## src/rtl/sgor_pkg.sv

```systemverilog
package sgor_pkg;
    // Native register addresses
    localparam logic [7:0] ADDR_COMMON_TRIGGER = 8'h20;
    localparam logic [7:0] ADDR_GENERAL_STATUS = 8'h22;
    localparam logic [7:0] ADDR_COMPARATOR_STATUS = 8'h23;
    localparam logic [7:0] ADDR_PIN_CONFIGURATION = 8'h24;
    // Paged PMBus command codes
    localparam logic [7:0] PMB_CMD_PAGE = 8'h00;
    localparam logic [7:0] PMB_PAGE_REGS = 8'hff;
    localparam logic [7:0] PMB_PAGE_RESET = 8'h00;
    localparam logic [7:0] PMB_COMMON_TRIGGER = 8'he4;
    localparam logic [7:0] PMB_GENERAL_STATUS = 8'he6;
    localparam logic [7:0] PMB_COMPARATOR_STATUS = 8'he7;
    localparam logic [7:0] PMB_PIN_CONFIGURATION = 8'he8;
    // Register select, one bit per register
    localparam int SEL_TRIG = 0;
    localparam int SEL_GEN = 1;
    localparam int SEL_CMP = 2;
    localparam int SEL_PIN = 3;
    // General status fields
    localparam int GS_FACTORY_CRC = 15;
    localparam int GS_USER_CRC = 14;
    localparam int GS_BUSY_LSB = 9;
    // Comparator status fields
    localparam int CS_PROTECT = 8;
    localparam int CS_WINDOW_LSB = 4;
    localparam int CS_SYNCED_LSB = 0;
    // Pin configuration fields
    localparam int PC_FILTER_EN = 15;
    localparam int PC_OUTPUT_EN = 13;
    localparam int PC_SOURCE_LSB = 9;
    localparam logic [15:0] PC_WRITE_MASK = 16'hbfff;
    localparam logic [15:0] PIN_CONFIG_RESET = 16'h0000;
    localparam logic [15:0] COMPARATOR_STATUS_RESET = 16'h0000;
    // Common trigger fields
    localparam int CT_PROTECT = 3;
    // Output source codes
    localparam logic [3:0] SRC_MEMORY_BUSY = 4'h1;
    localparam logic [3:0] SRC_BUSY_BASE = 4'h4;
    localparam logic [3:0] SRC_WINDOW_BASE = 4'h8;
    // Identification value is arbitrary
    localparam logic [7:0] IDENT_CODE = 8'h5a;
    // Glitch filter settle time
    localparam int FILTER_NS = 16;
    localparam int CLK_NS = 4;
    localparam int FILTER_CYCLES = (FILTER_NS + CLK_NS - 1) / CLK_NS;

    typedef struct packed {
        logic write;
        logic read;
        logic pmbus;
        logic [7:0] addr;
        logic [15:0] wdata;
    } sgor_req_type;

    typedef struct packed {
        logic factory_load_fail;
        logic user_load_fail;
        logic soft_reset;
        logic memory_busy_flag;
        logic [3:0] channel_busy;
        logic protect_done;
        logic [3:0] window_raw;
        logic [3:0] window_clear;
        logic window_latch_enable;
        logic [3:0] compare_raw;
    } sgor_status_type;

    typedef enum logic [2:0] {
        PROT_IDLE = 3'b001,
        PROT_RUN = 3'b010,
        PROT_DONE = 3'b100
    } sgor_prot_type;
endpackage : sgor_pkg

```

## src/rtl/sgor_input_filter.sv

```systemverilog
`timescale 1ns/1ns
module sgor_input_filter
    import sgor_pkg::*;
(
    // Clock and reset
    input wire logic sys_clk,
    input wire logic rst,
    // Pin side
    input wire logic pin_in,
    input wire logic filter_enable,
    // Result
    output logic pin_level
);
    logic sync_a;
    logic sync_b;
    logic [2:0] stable_count;
    wire changed = (sync_b != pin_level);
    wire settled = (stable_count == 3'(FILTER_CYCLES - 1));

    always_ff @(posedge sys_clk or posedge rst) begin
        if (rst) begin
            sync_a <= 1'b0;
            sync_b <= 1'b0;
        end else begin
            sync_a <= pin_in;
            sync_b <= sync_a;
        end
    end

    // A change must hold for the whole settle time before it passes
    always_ff @(posedge sys_clk or posedge rst) begin
        if (rst) begin
            stable_count <= 3'h0;
            pin_level <= 1'b0;
        end else if (!filter_enable) begin
            stable_count <= 3'h0;
            pin_level <= sync_b;
        end else if (!changed) begin
            stable_count <= 3'h0;
        end else if (settled) begin
            stable_count <= 3'h0;
            pin_level <= sync_b;
        end else begin
            stable_count <= stable_count + 3'h1;
        end
    end
endmodule : sgor_input_filter

```

## src/rtl/sgor_regs.sv

```systemverilog
`timescale 1ns/1ns
// What this block does
// - A failed factory memory load sets status bit 15, held until soft reset or power cycle.
// - A failed user memory load sets status bit 14, blocks nothing, and soft reset clears it.
// - Bits 12 to 9 show each channel busy, and the host sends no command to a busy channel.
// - Bits 7 to 0 of the general status hold a fixed read-only identification code.
// - The protect-complete flag in bit 8 rises only after protect finishes and clears on read.
// - Bits 7 to 4 show window results, latched or live per the window latch enable.
// - Bits 3 to 0 show each comparator output after synchronising to the clock.
// - Pin configuration bit 15 low bypasses the input glitch filter, high filters the input.
// - The pin is driven as an output only while pin configuration bit 13 is one.
// - Bits 12 to 9 pick the output source: memory busy, channel busy or window result.
// - The pin configuration register sits at 24h and resets to 0000h.
// - The comparator status register sits at 23h and resets to 0000h.
// - The general status register sits at 22h with bits 13 and 8 reading zero.
// - Over PMBus, page FFh with codes E6h, E7h, E8h reaches the three registers.
// - Writing one to trigger bit 3 at 20h starts protect, and the bit clears itself.
module sgor_regs
    import sgor_pkg::*;
(
    // Clock and reset
    input wire logic sys_clk,
    input wire logic rst,
    // Register access
    input wire sgor_req_type req,
    output logic [15:0] reg_rdata,
    output logic reg_rvalid,
    // Status sources
    input wire sgor_status_type status,
    // General-purpose pin
    input wire logic gpio_in,
    output logic gpio_out,
    output logic gpio_oe,
    output logic gpio_in_level,
    // Protect control
    output logic protect_start
);
    logic factory_load_crc_error;
    logic user_load_crc_error;
    logic [3:0] window_compare_result;
    logic [3:0] cmp_sync_a;
    logic [3:0] synced_compare_result;
    logic [15:0] pin_configuration;
    logic [7:0] pmbus_page;
    sgor_prot_type prot_state;
    sgor_prot_type next_prot_state;
    logic filtered_level;

    // Same decode serves read and write
    function automatic logic [3:0] decode_addr(input logic pmbus, input logic [7:0] page, input logic [7:0] addr);
        logic [3:0] sel;
        sel = 4'h0;
        if (pmbus) begin
            if (page == PMB_PAGE_REGS) begin
                sel[SEL_TRIG] = (addr == PMB_COMMON_TRIGGER);
                sel[SEL_GEN] = (addr == PMB_GENERAL_STATUS);
                sel[SEL_CMP] = (addr == PMB_COMPARATOR_STATUS);
                sel[SEL_PIN] = (addr == PMB_PIN_CONFIGURATION);
            end
        end else begin
            sel[SEL_TRIG] = (addr == ADDR_COMMON_TRIGGER);
            sel[SEL_GEN] = (addr == ADDR_GENERAL_STATUS);
            sel[SEL_CMP] = (addr == ADDR_COMPARATOR_STATUS);
            sel[SEL_PIN] = (addr == ADDR_PIN_CONFIGURATION);
        end
        return sel;
    endfunction : decode_addr

    wire [3:0] sel = decode_addr(req.pmbus, pmbus_page, req.addr);
    wire write_page = req.write && req.pmbus && (req.addr == PMB_CMD_PAGE);
    wire write_pin = req.write && sel[SEL_PIN];
    wire write_protect = req.write && sel[SEL_TRIG] && req.wdata[CT_PROTECT];
    wire read_cmp = req.read && sel[SEL_CMP];
    wire protect_flag = (prot_state == PROT_DONE);

    wire [15:0] general_status = {factory_load_crc_error, user_load_crc_error, 1'b0,
                                  status.channel_busy, 1'b0, IDENT_CODE};
    wire [15:0] comparator_status = {7'h00, protect_flag, window_compare_result,
                                     synced_compare_result};
    wire [15:0] read_mux = sel[SEL_GEN] ? general_status :
                           sel[SEL_CMP] ? comparator_status :
                           sel[SEL_PIN] ? pin_configuration :
                           16'h0000;

    wire [3:0] source_code = pin_configuration[PC_SOURCE_LSB +: 4];
    wire busy_code = (source_code[3:2] == SRC_BUSY_BASE[3:2]);
    wire window_code = (source_code[3:2] == SRC_WINDOW_BASE[3:2]);
    wire next_gpio_out = (source_code == SRC_MEMORY_BUSY) ? status.memory_busy_flag :
                         busy_code ? status.channel_busy[source_code[1:0]] :
                         window_code ? window_compare_result[source_code[1:0]] :
                         1'b0;

    // Protect tracker; completion beats a same-cycle read
    always_comb begin
        case (prot_state)
            PROT_IDLE: next_prot_state = write_protect ? PROT_RUN : PROT_IDLE;
            PROT_RUN: next_prot_state = status.protect_done ? PROT_DONE : PROT_RUN;
            PROT_DONE: next_prot_state = write_protect ? PROT_RUN : (read_cmp ? PROT_IDLE : PROT_DONE);
            default: next_prot_state = PROT_IDLE;
        endcase
    end

    always_ff @(posedge sys_clk or posedge rst) begin
        if (rst) begin
            prot_state <= PROT_IDLE;
        end else begin
            prot_state <= next_prot_state;
        end
    end

    // Trigger bit is never stored, so it clears itself and reads zero
    always_ff @(posedge sys_clk or posedge rst) begin
        if (rst) begin
            protect_start <= 1'b0;
        end else begin
            protect_start <= write_protect;
        end
    end

    // Load errors: a new failure wins over a soft reset in the same cycle
    always_ff @(posedge sys_clk or posedge rst) begin
        if (rst) begin
            factory_load_crc_error <= 1'b0;
        end else begin
            factory_load_crc_error <= status.factory_load_fail |
                                      (factory_load_crc_error & ~status.soft_reset);
        end
    end

    // User load error blocks nothing; it is only reported
    always_ff @(posedge sys_clk or posedge rst) begin
        if (rst) begin
            user_load_crc_error <= 1'b0;
        end else begin
            user_load_crc_error <= status.user_load_fail |
                                   (user_load_crc_error & ~status.soft_reset);
        end
    end

    // Per channel: two-flop synchroniser and window latch; set beats clear so a pulse never slips past
    for (genvar ch = 0; ch < 4; ch++) begin : g_channel
        wire window_held;
        wire next_window_bit;
        assign window_held = (window_compare_result[ch] & ~status.window_clear[ch]) | status.window_raw[ch];
        assign next_window_bit = status.window_latch_enable ? window_held : status.window_raw[ch];

        always_ff @(posedge sys_clk or posedge rst) begin
            if (rst) begin
                cmp_sync_a[ch] <= 1'b0;
                synced_compare_result[ch] <= 1'b0;
            end else begin
                cmp_sync_a[ch] <= status.compare_raw[ch];
                synced_compare_result[ch] <= cmp_sync_a[ch];
            end
        end

        always_ff @(posedge sys_clk or posedge rst) begin
            if (rst) begin
                window_compare_result[ch] <= 1'b0;
            end else begin
                window_compare_result[ch] <= next_window_bit;
            end
        end
    end : g_channel

    // Read-only registers simply ignore writes
    always_ff @(posedge sys_clk or posedge rst) begin
        if (rst) begin
            pin_configuration <= PIN_CONFIG_RESET;
        end else begin
            if (write_pin) begin
                pin_configuration <= req.wdata & PC_WRITE_MASK;
            end
        end
    end

    // Page starts at zero, so the host must select the register page first
    always_ff @(posedge sys_clk or posedge rst) begin
        if (rst) begin
            pmbus_page <= PMB_PAGE_RESET;
        end else begin
            if (write_page) begin
                pmbus_page <= req.wdata[7:0];
            end
        end
    end

    // Unmapped and trigger reads still answer, with zero
    always_ff @(posedge sys_clk or posedge rst) begin
        if (rst) begin
            reg_rdata <= 16'h0000;
            reg_rvalid <= 1'b0;
        end else begin
            reg_rdata <= req.read ? read_mux : 16'h0000;
            reg_rvalid <= req.read;
        end
    end

    // Source is gated too, so the pin never shows a stale level once output turns off
    always_ff @(posedge sys_clk or posedge rst) begin
        if (rst) begin
            gpio_out <= 1'b0;
            gpio_oe <= 1'b0;
        end else begin
            gpio_out <= next_gpio_out & pin_configuration[PC_OUTPUT_EN];
            gpio_oe <= pin_configuration[PC_OUTPUT_EN];
        end
    end

    always_ff @(posedge sys_clk or posedge rst) begin
        if (rst) begin
            gpio_in_level <= 1'b0;
        end else begin
            gpio_in_level <= filtered_level;
        end
    end

    sgor_input_filter u_filter (
        .sys_clk(sys_clk),
        .rst(rst),
        .pin_in(gpio_in),
        .filter_enable(pin_configuration[PC_FILTER_EN]),
        .pin_level(filtered_level)
    );
endmodule : sgor_regs

```

## config.mk

```make
export PLATFORM = sky130hd
export DESIGN_NAME = sgor_regs
export DESIGN_NICKNAME = d
export VERILOG_FILES = /design/src/rtl/sgor_pkg.sv /design/src/rtl/sgor_input_filter.sv /design/src/rtl/sgor_regs.sv
export SDC_FILE = /design/constraint.sdc
export NUM_CORES = 1
export LEC_CHECK = 0
export ABC_AREA = 1
export ABC_CLOCK_PERIOD_IN_PS = 5700
export BUFFER_PORTS_ARGS = -buffer_cell sky130_fd_sc_hd__buf_2
export CORE_MARGIN = 5
export CORE_UTILIZATION = 35
export CTS_BUF_LIST = sky130_fd_sc_hd__clkbuf_16
export DETAILED_ROUTE_END_ITERATION = 12
export PLACE_DENSITY = 0.59
export SYNTH_ARGS = -nofsm -noshare
export SYNTH_HDL_FRONTEND = slang
export SYNTH_SLANG_ARGS = --single-unit
```

## constraint.sdc

```tcl
create_clock -name sys_clk -period 5.7 [get_ports sys_clk]
set_input_delay 1.71 -clock sys_clk [delete_from_list [all_inputs] [get_ports sys_clk]]
set_output_delay 1.71 -clock sys_clk [all_outputs]
set_load 0.01 [all_outputs]
```

== Yosys cells after proc, flatten, opt, wreduce, memory -nomap -nowiden ==
Cells that the tools add are included.
W data, S select, Z words.
Storage, ports and cells
  register bits after elaboration: 67
  input port bits: 52
  logic and storage cells: 102
Operators by class
  add/sub/neg operators: 1
  $lt $le $gt $ge: 1
  equality and inequality tests: 19
  mux-type cells: 28
  bitwise operators: 18
  reduce and logical (&&, ||, !) cells: 8
Operators by type and width (count)
  $mux W16: 4
  $eq A8 B8 Y1 const B: 5
  $eq A8 B6 Y1 const B: 4
  $mux W3: 6
  $mux W1: 12
  $pmux W3 S3: 1
  $logic_not A8 Y1: 1
  $mux W4: 2
  $and A1 B1 Y1: 7
  $eq A3 B2 Y1 const B: 2
  $logic_and A1 B1 Y1: 6
  $or A1 B1 Y1: 6
  $not A1 Y1: 5
  $bmux W1 S2: 2
  $eq A4 B1 Y1 const B: 1
  $ne A2 B1 Y1 const B: 2
  $add A3 B1 Y3 const B: 1
  $eq A3 B1 Y1 const B: 1
  $eq A3 B3 Y1 const B: 1
  $lt A2 B3 Y1 const B: 1
  $eq A2 B1 Y1 const B: 1
  $eq A2 B2 Y1 const B: 1
  $mux W2: 1
  $reduce_and A2 Y1: 1
  $ne A1 B1 Y1: 1

== Logic depth before layout (Yosys ltp) ==
  depth in word-level cells: 7
  gate-level depth with buffers: 11

== Hierarchy ==
A second synthesis with hierarchy kept.
Unflattened totals
  cells, all modules: 338
  area, all modules: 2932.8 µm²
By module, submodules not included
  sgor_regs: instances 1, cells each 311, area each 2688.8 µm², seq. area each 1527.7 µm²
  sgor_input_filter: instances 1, cells each 27, area each 244.0 µm², seq. area each 150.1 µm²

== Least setup slack after synthesis ==
OpenSTA, ideal clock, no wires.
  path kind: input to register
  start: input req[24] (netlist name)
  end: register pin_configuration[0]
  setup time: 0.117 ns
  arrival time: 2.646 ns
  path slack: 2.937 ns
  stages: 7
  cells stage by stage: buf_4 > nand4_1 > o21ai_4 > nand2_4 > buf_6 > nand2_1 > o21ai_2
On the way
  word-level cells in the longest chain between the ends: 2
RTL lines
  start: declaration: line sgor_regs.sv:25  | input wire sgor_req_type req,
  $mux W4: line sgor_regs.sv:53  | if (pmbus) begin
  $logic_and A1 B1 Y1: line sgor_regs.sv:71  | wire write_pin = req.write && sel[SEL_PIN];
  end signal: assignment: line sgor_regs.sv:172  | pin_configuration <= req.wdata & PC_WRITE_MASK;
  end: declaration: line sgor_regs.sv:43  | logic [15:0] pin_configuration;
No other way between the ends.
A chain may end at the register's enable or synchronous reset.

== Worst setup path after layout ==
  start: input req[20] (netlist name)
  end: register pin_configuration[10]
On the way
  word-level cells in the longest chain between the ends: 4
RTL lines
  $eq A8 B8 Y1: line sgor_regs.sv:58  | sel[SEL_PIN] = (addr == PMB_PIN_CONFIGURATION);
  $mux W4: line sgor_regs.sv:54  | if (page == PMB_PAGE_REGS) begin
  $mux W4 (*): line sgor_regs.sv:53
  $logic_and A1 B1 Y1 (*): line sgor_regs.sv:71
Every way passes the cells marked *; elsewhere a longest branch is shown, timed or not.

==> results.sh <==
export IMPL_syn_nets=385
export IMPL_drc_errors=0
export IMPL_postRouteAntennaNets=0
export IMPL_fmaxAchievable_ghz=0.320
export IMPL_ios=73
export IMPL_firstDrtPassIters=4
export IMPL_worstPathArrival_ps=3310
export IMPL_hp_class="register to register"
export IMPL_synth_top_area_frac=0.561
export IMPL_die_area_um2=10400
export IMPL_power_share_clock=0.420
export IMPL_finalInstanceArea_um2=3630
export IMPL_syn_area_um2=2950
export IMPL_maxCapViolations=0
export IMPL_antennaDiodeCount=0
export IMPL_routed_wl_um=6400
export IMPL_ys_warn_count=0
export IMPL_grt_usage=0.131
export IMPL_status="finished clean"
export IMPL_via_per_inst=4.47
export IMPL_hold_violations=0
export IMPL_final_setup_viol_count=0
export IMPL_slew_headroom=0.458
export IMPL_synthMostInstantiatedCell="nand2_1"
export IMPL_power_share_combinational=0.100
export IMPL_clk_latency_ps=320
export IMPL_synth_top_flop_cell="dfrtp_1"
export IMPL_hold_worst_slack_ps=344
export IMPL_intPower_uw=837
export IMPL_area_growth_pct=23.4
export IMPL_die_w_um=102
export IMPL_grt_max_degree=68
export IMPL_synth_largest_area_cell="dfrtp_1"
export IMPL_cp_max_fo=28
export IMPL_worst_path_largest_cell_delay_ps=480
export IMPL_initial_core_util=0.359
export IMPL_post_cts_buffers=0
export IMPL_ir_worst_vdd_v=0.000187
export IMPL_cts_buffers=9
export IMPL_synth_common_cells="nand2_1, dfrtp_1, inv_1"
export IMPL_maxSlewViolCount=0
export IMPL_grt_overflow=0
export IMPL_cp_end_kind="register"
export IMPL_syn_inst=332
export IMPL_synth_cell_types=32
export IMPL_antenna_found_initial=0
export IMPL_die_y_um=102
export IMPL_synth_seq_cells=67
export IMPL_clk_pin_slew_ps=50
export IMPL_cp_required_ps=5890
export IMPL_core_area_um2=8220
export IMPL_tns_ps=0
export IMPL_crit_slowest_cell="o21ai_4"
export IMPL_portBuffers=71
export IMPL_place_area_um2=3380
export IMPL_leakage_nw=1.97
export IMPL_min_period_ps=3120
export IMPL_ctsHtreeMaxLevel=3
export IMPL_startpoint_type="input port"
export IMPL_yosys_top_cells_area="dfrtp_1, nand2_1, inv_1"
export IMPL_postSynth_asyncResetShare=1.00
export IMPL_cts_num_sinks=67
export IMPL_gp_congestion=0.827
export IMPL_setup_worst_path_class="input port to register"
export IMPL_p_sw_frac=0.234
export IMPL_instances_no_fill=517
export IMPL_grt_pass1_vias=2298
export IMPL_p_per_area_nw_per_um2=301
export IMPL_hpwl_um=4760
export IMPL_cts_resized=0
export IMPL_synth_edff_count=0
export IMPL_nets=461
export IMPL_root_buffer="clkbuf_16"
export IMPL_dp_cells=502
export IMPL_first_iter_violations=96
export IMPL_final_util=0.442
export IMPL_seq_power_share=0.480
export IMPL_ys_seq_area_frac=0.569
export IMPL_cts_buffer_depth=2
export IMPL_num_vias=2311
export IMPL_ctsHoldBuffers=0
export IMPL_worst_pin_slew_ps=813
export IMPL_cts_tree="done"
export IMPL_syn_avg_cell_area_um2=8.88
export IMPL_wl_per_cell_um=12.4
export IMPL_fillers=865
export IMPL_skew_ps=2.44
export IMPL_fin_crit_sh=0.548
export IMPL_row_count=33
export IMPL_grt_setup_unrepaired="false"
export IMPL_layout_drive_gt1_share=0.267
export IMPL_worstPathCellList="buf_2, inv_2, nand2_1, nor2_2, nand3_2, o21ai_4, nand2_4, nor2_1, a21oi_2"
export IMPL_grt_pass1_wl_um=10400
export IMPL_power_switching_uw=256
## registers in the layout (all words and copies together) (netlist names), 3 cells and up
name,cells
cmp_sync_a,4
comparator_status,8
pin_configuration,15
pmbus_page,8
prot_state,3
reg_rdata,16
u_filter.stable_count,3
## critical path, delay by kind of cell
kind | cells | cell delay [ps]
AO/OA/AOI/OAI | 2 | 530
buffers and inverters | 2 | 170
AND/OR/NAND/NOR | 5 | 900
## power by group through the flow
stage,Sequential [mW],Clock [mW],Combinational [mW]
2_1_floorplan,0.532,0,0.0672
3_3_place_gp,0.532,0,0.110
3_5_place_dp,0.534,0,0.111
4_1_cts,0.526,0.473,0.112
5_1_grt,0.528,0.492,0.128
6_report,0.525,0.459,0.109
## final timing paths
check,startpoint,to,slack [ps],cells past startpoint
hold / removal,u_filter.sync_a,u_filter.sync_b,340,0
max in group asynchronous,rst,pin_configuration[12],3550,3
hold reg to reg,u_filter.sync_a,u_filter.sync_b,340,0
setup / recovery,req[20],pin_configuration[10],2580,9
min in group asynchronous,rst,reg_rdata[1],1620,3
setup reg to reg,pmbus_page[1],pin_configuration[10],3730,7
## cell families (layout without fill, tap and decap cells)
kind of cell / Yosys count / in the layout / share of synthesized area
AOI/OAI and AO/OA: 51 / 51 / 0.115
adders and majority gates: 1 / 1 / 0.00425
buffers and inverters: 54 / 134 / 0.0790
DFF: 67 / 67 / 0.569
muxes: 1 / 1 / 0.00382
and+or+nand+nor: 158 / 158 / 0.228
## cell type report
type	instances	area (µm²)	share of cell area
Sequential cell	67	1680	0.462
Multi-Input combinational cell	211	1040	0.285
Timing Repair Buffer	72	363	0.0998
Clock buffer	9	225	0.0620
Inverter	47	176	0.0485
Tap cell	105	131	0.0361
Clock inverter	6	25.0	0.00688
## cell usage in the layout, fill, tap and decap left out, types with 2 or more instances in the layout
master / count
buf_2: 71
o21bai_1: 5
nor2_1: 32
a21oi_2: 5
clkinv_2: 2
nand4_1: 5
nor3_1: 4
inv_1: 46
clkinv_1: 3
nand3_1: 18
a21oi_1: 9
o21ai_0: 18
clkbuf_16: 9
inv_2: 2
nor2_2: 4
o21ai_2: 8
dfrtp_1: 66
nand2_1: 89
## through the flow
stage,setup WS (ps),power (mW)
CTS,2590,1.11
detailed placement,2280,0.645
global placement,2320,0.642
global route,2450,1.15
finish,2580,1.09
floorplan,2310,0.599
## metal layers
layer	vias to the layer above	share of wire	global-route usage
met5	-	0	0
met3	7	0.077	0.0489
met4	0	0.0086	0.0348
li1	1197	-	-
met1	1050	0.44	0.167
met2	57	0.47	0.209
No activity file was read; power rests on OpenSTA's default activity.
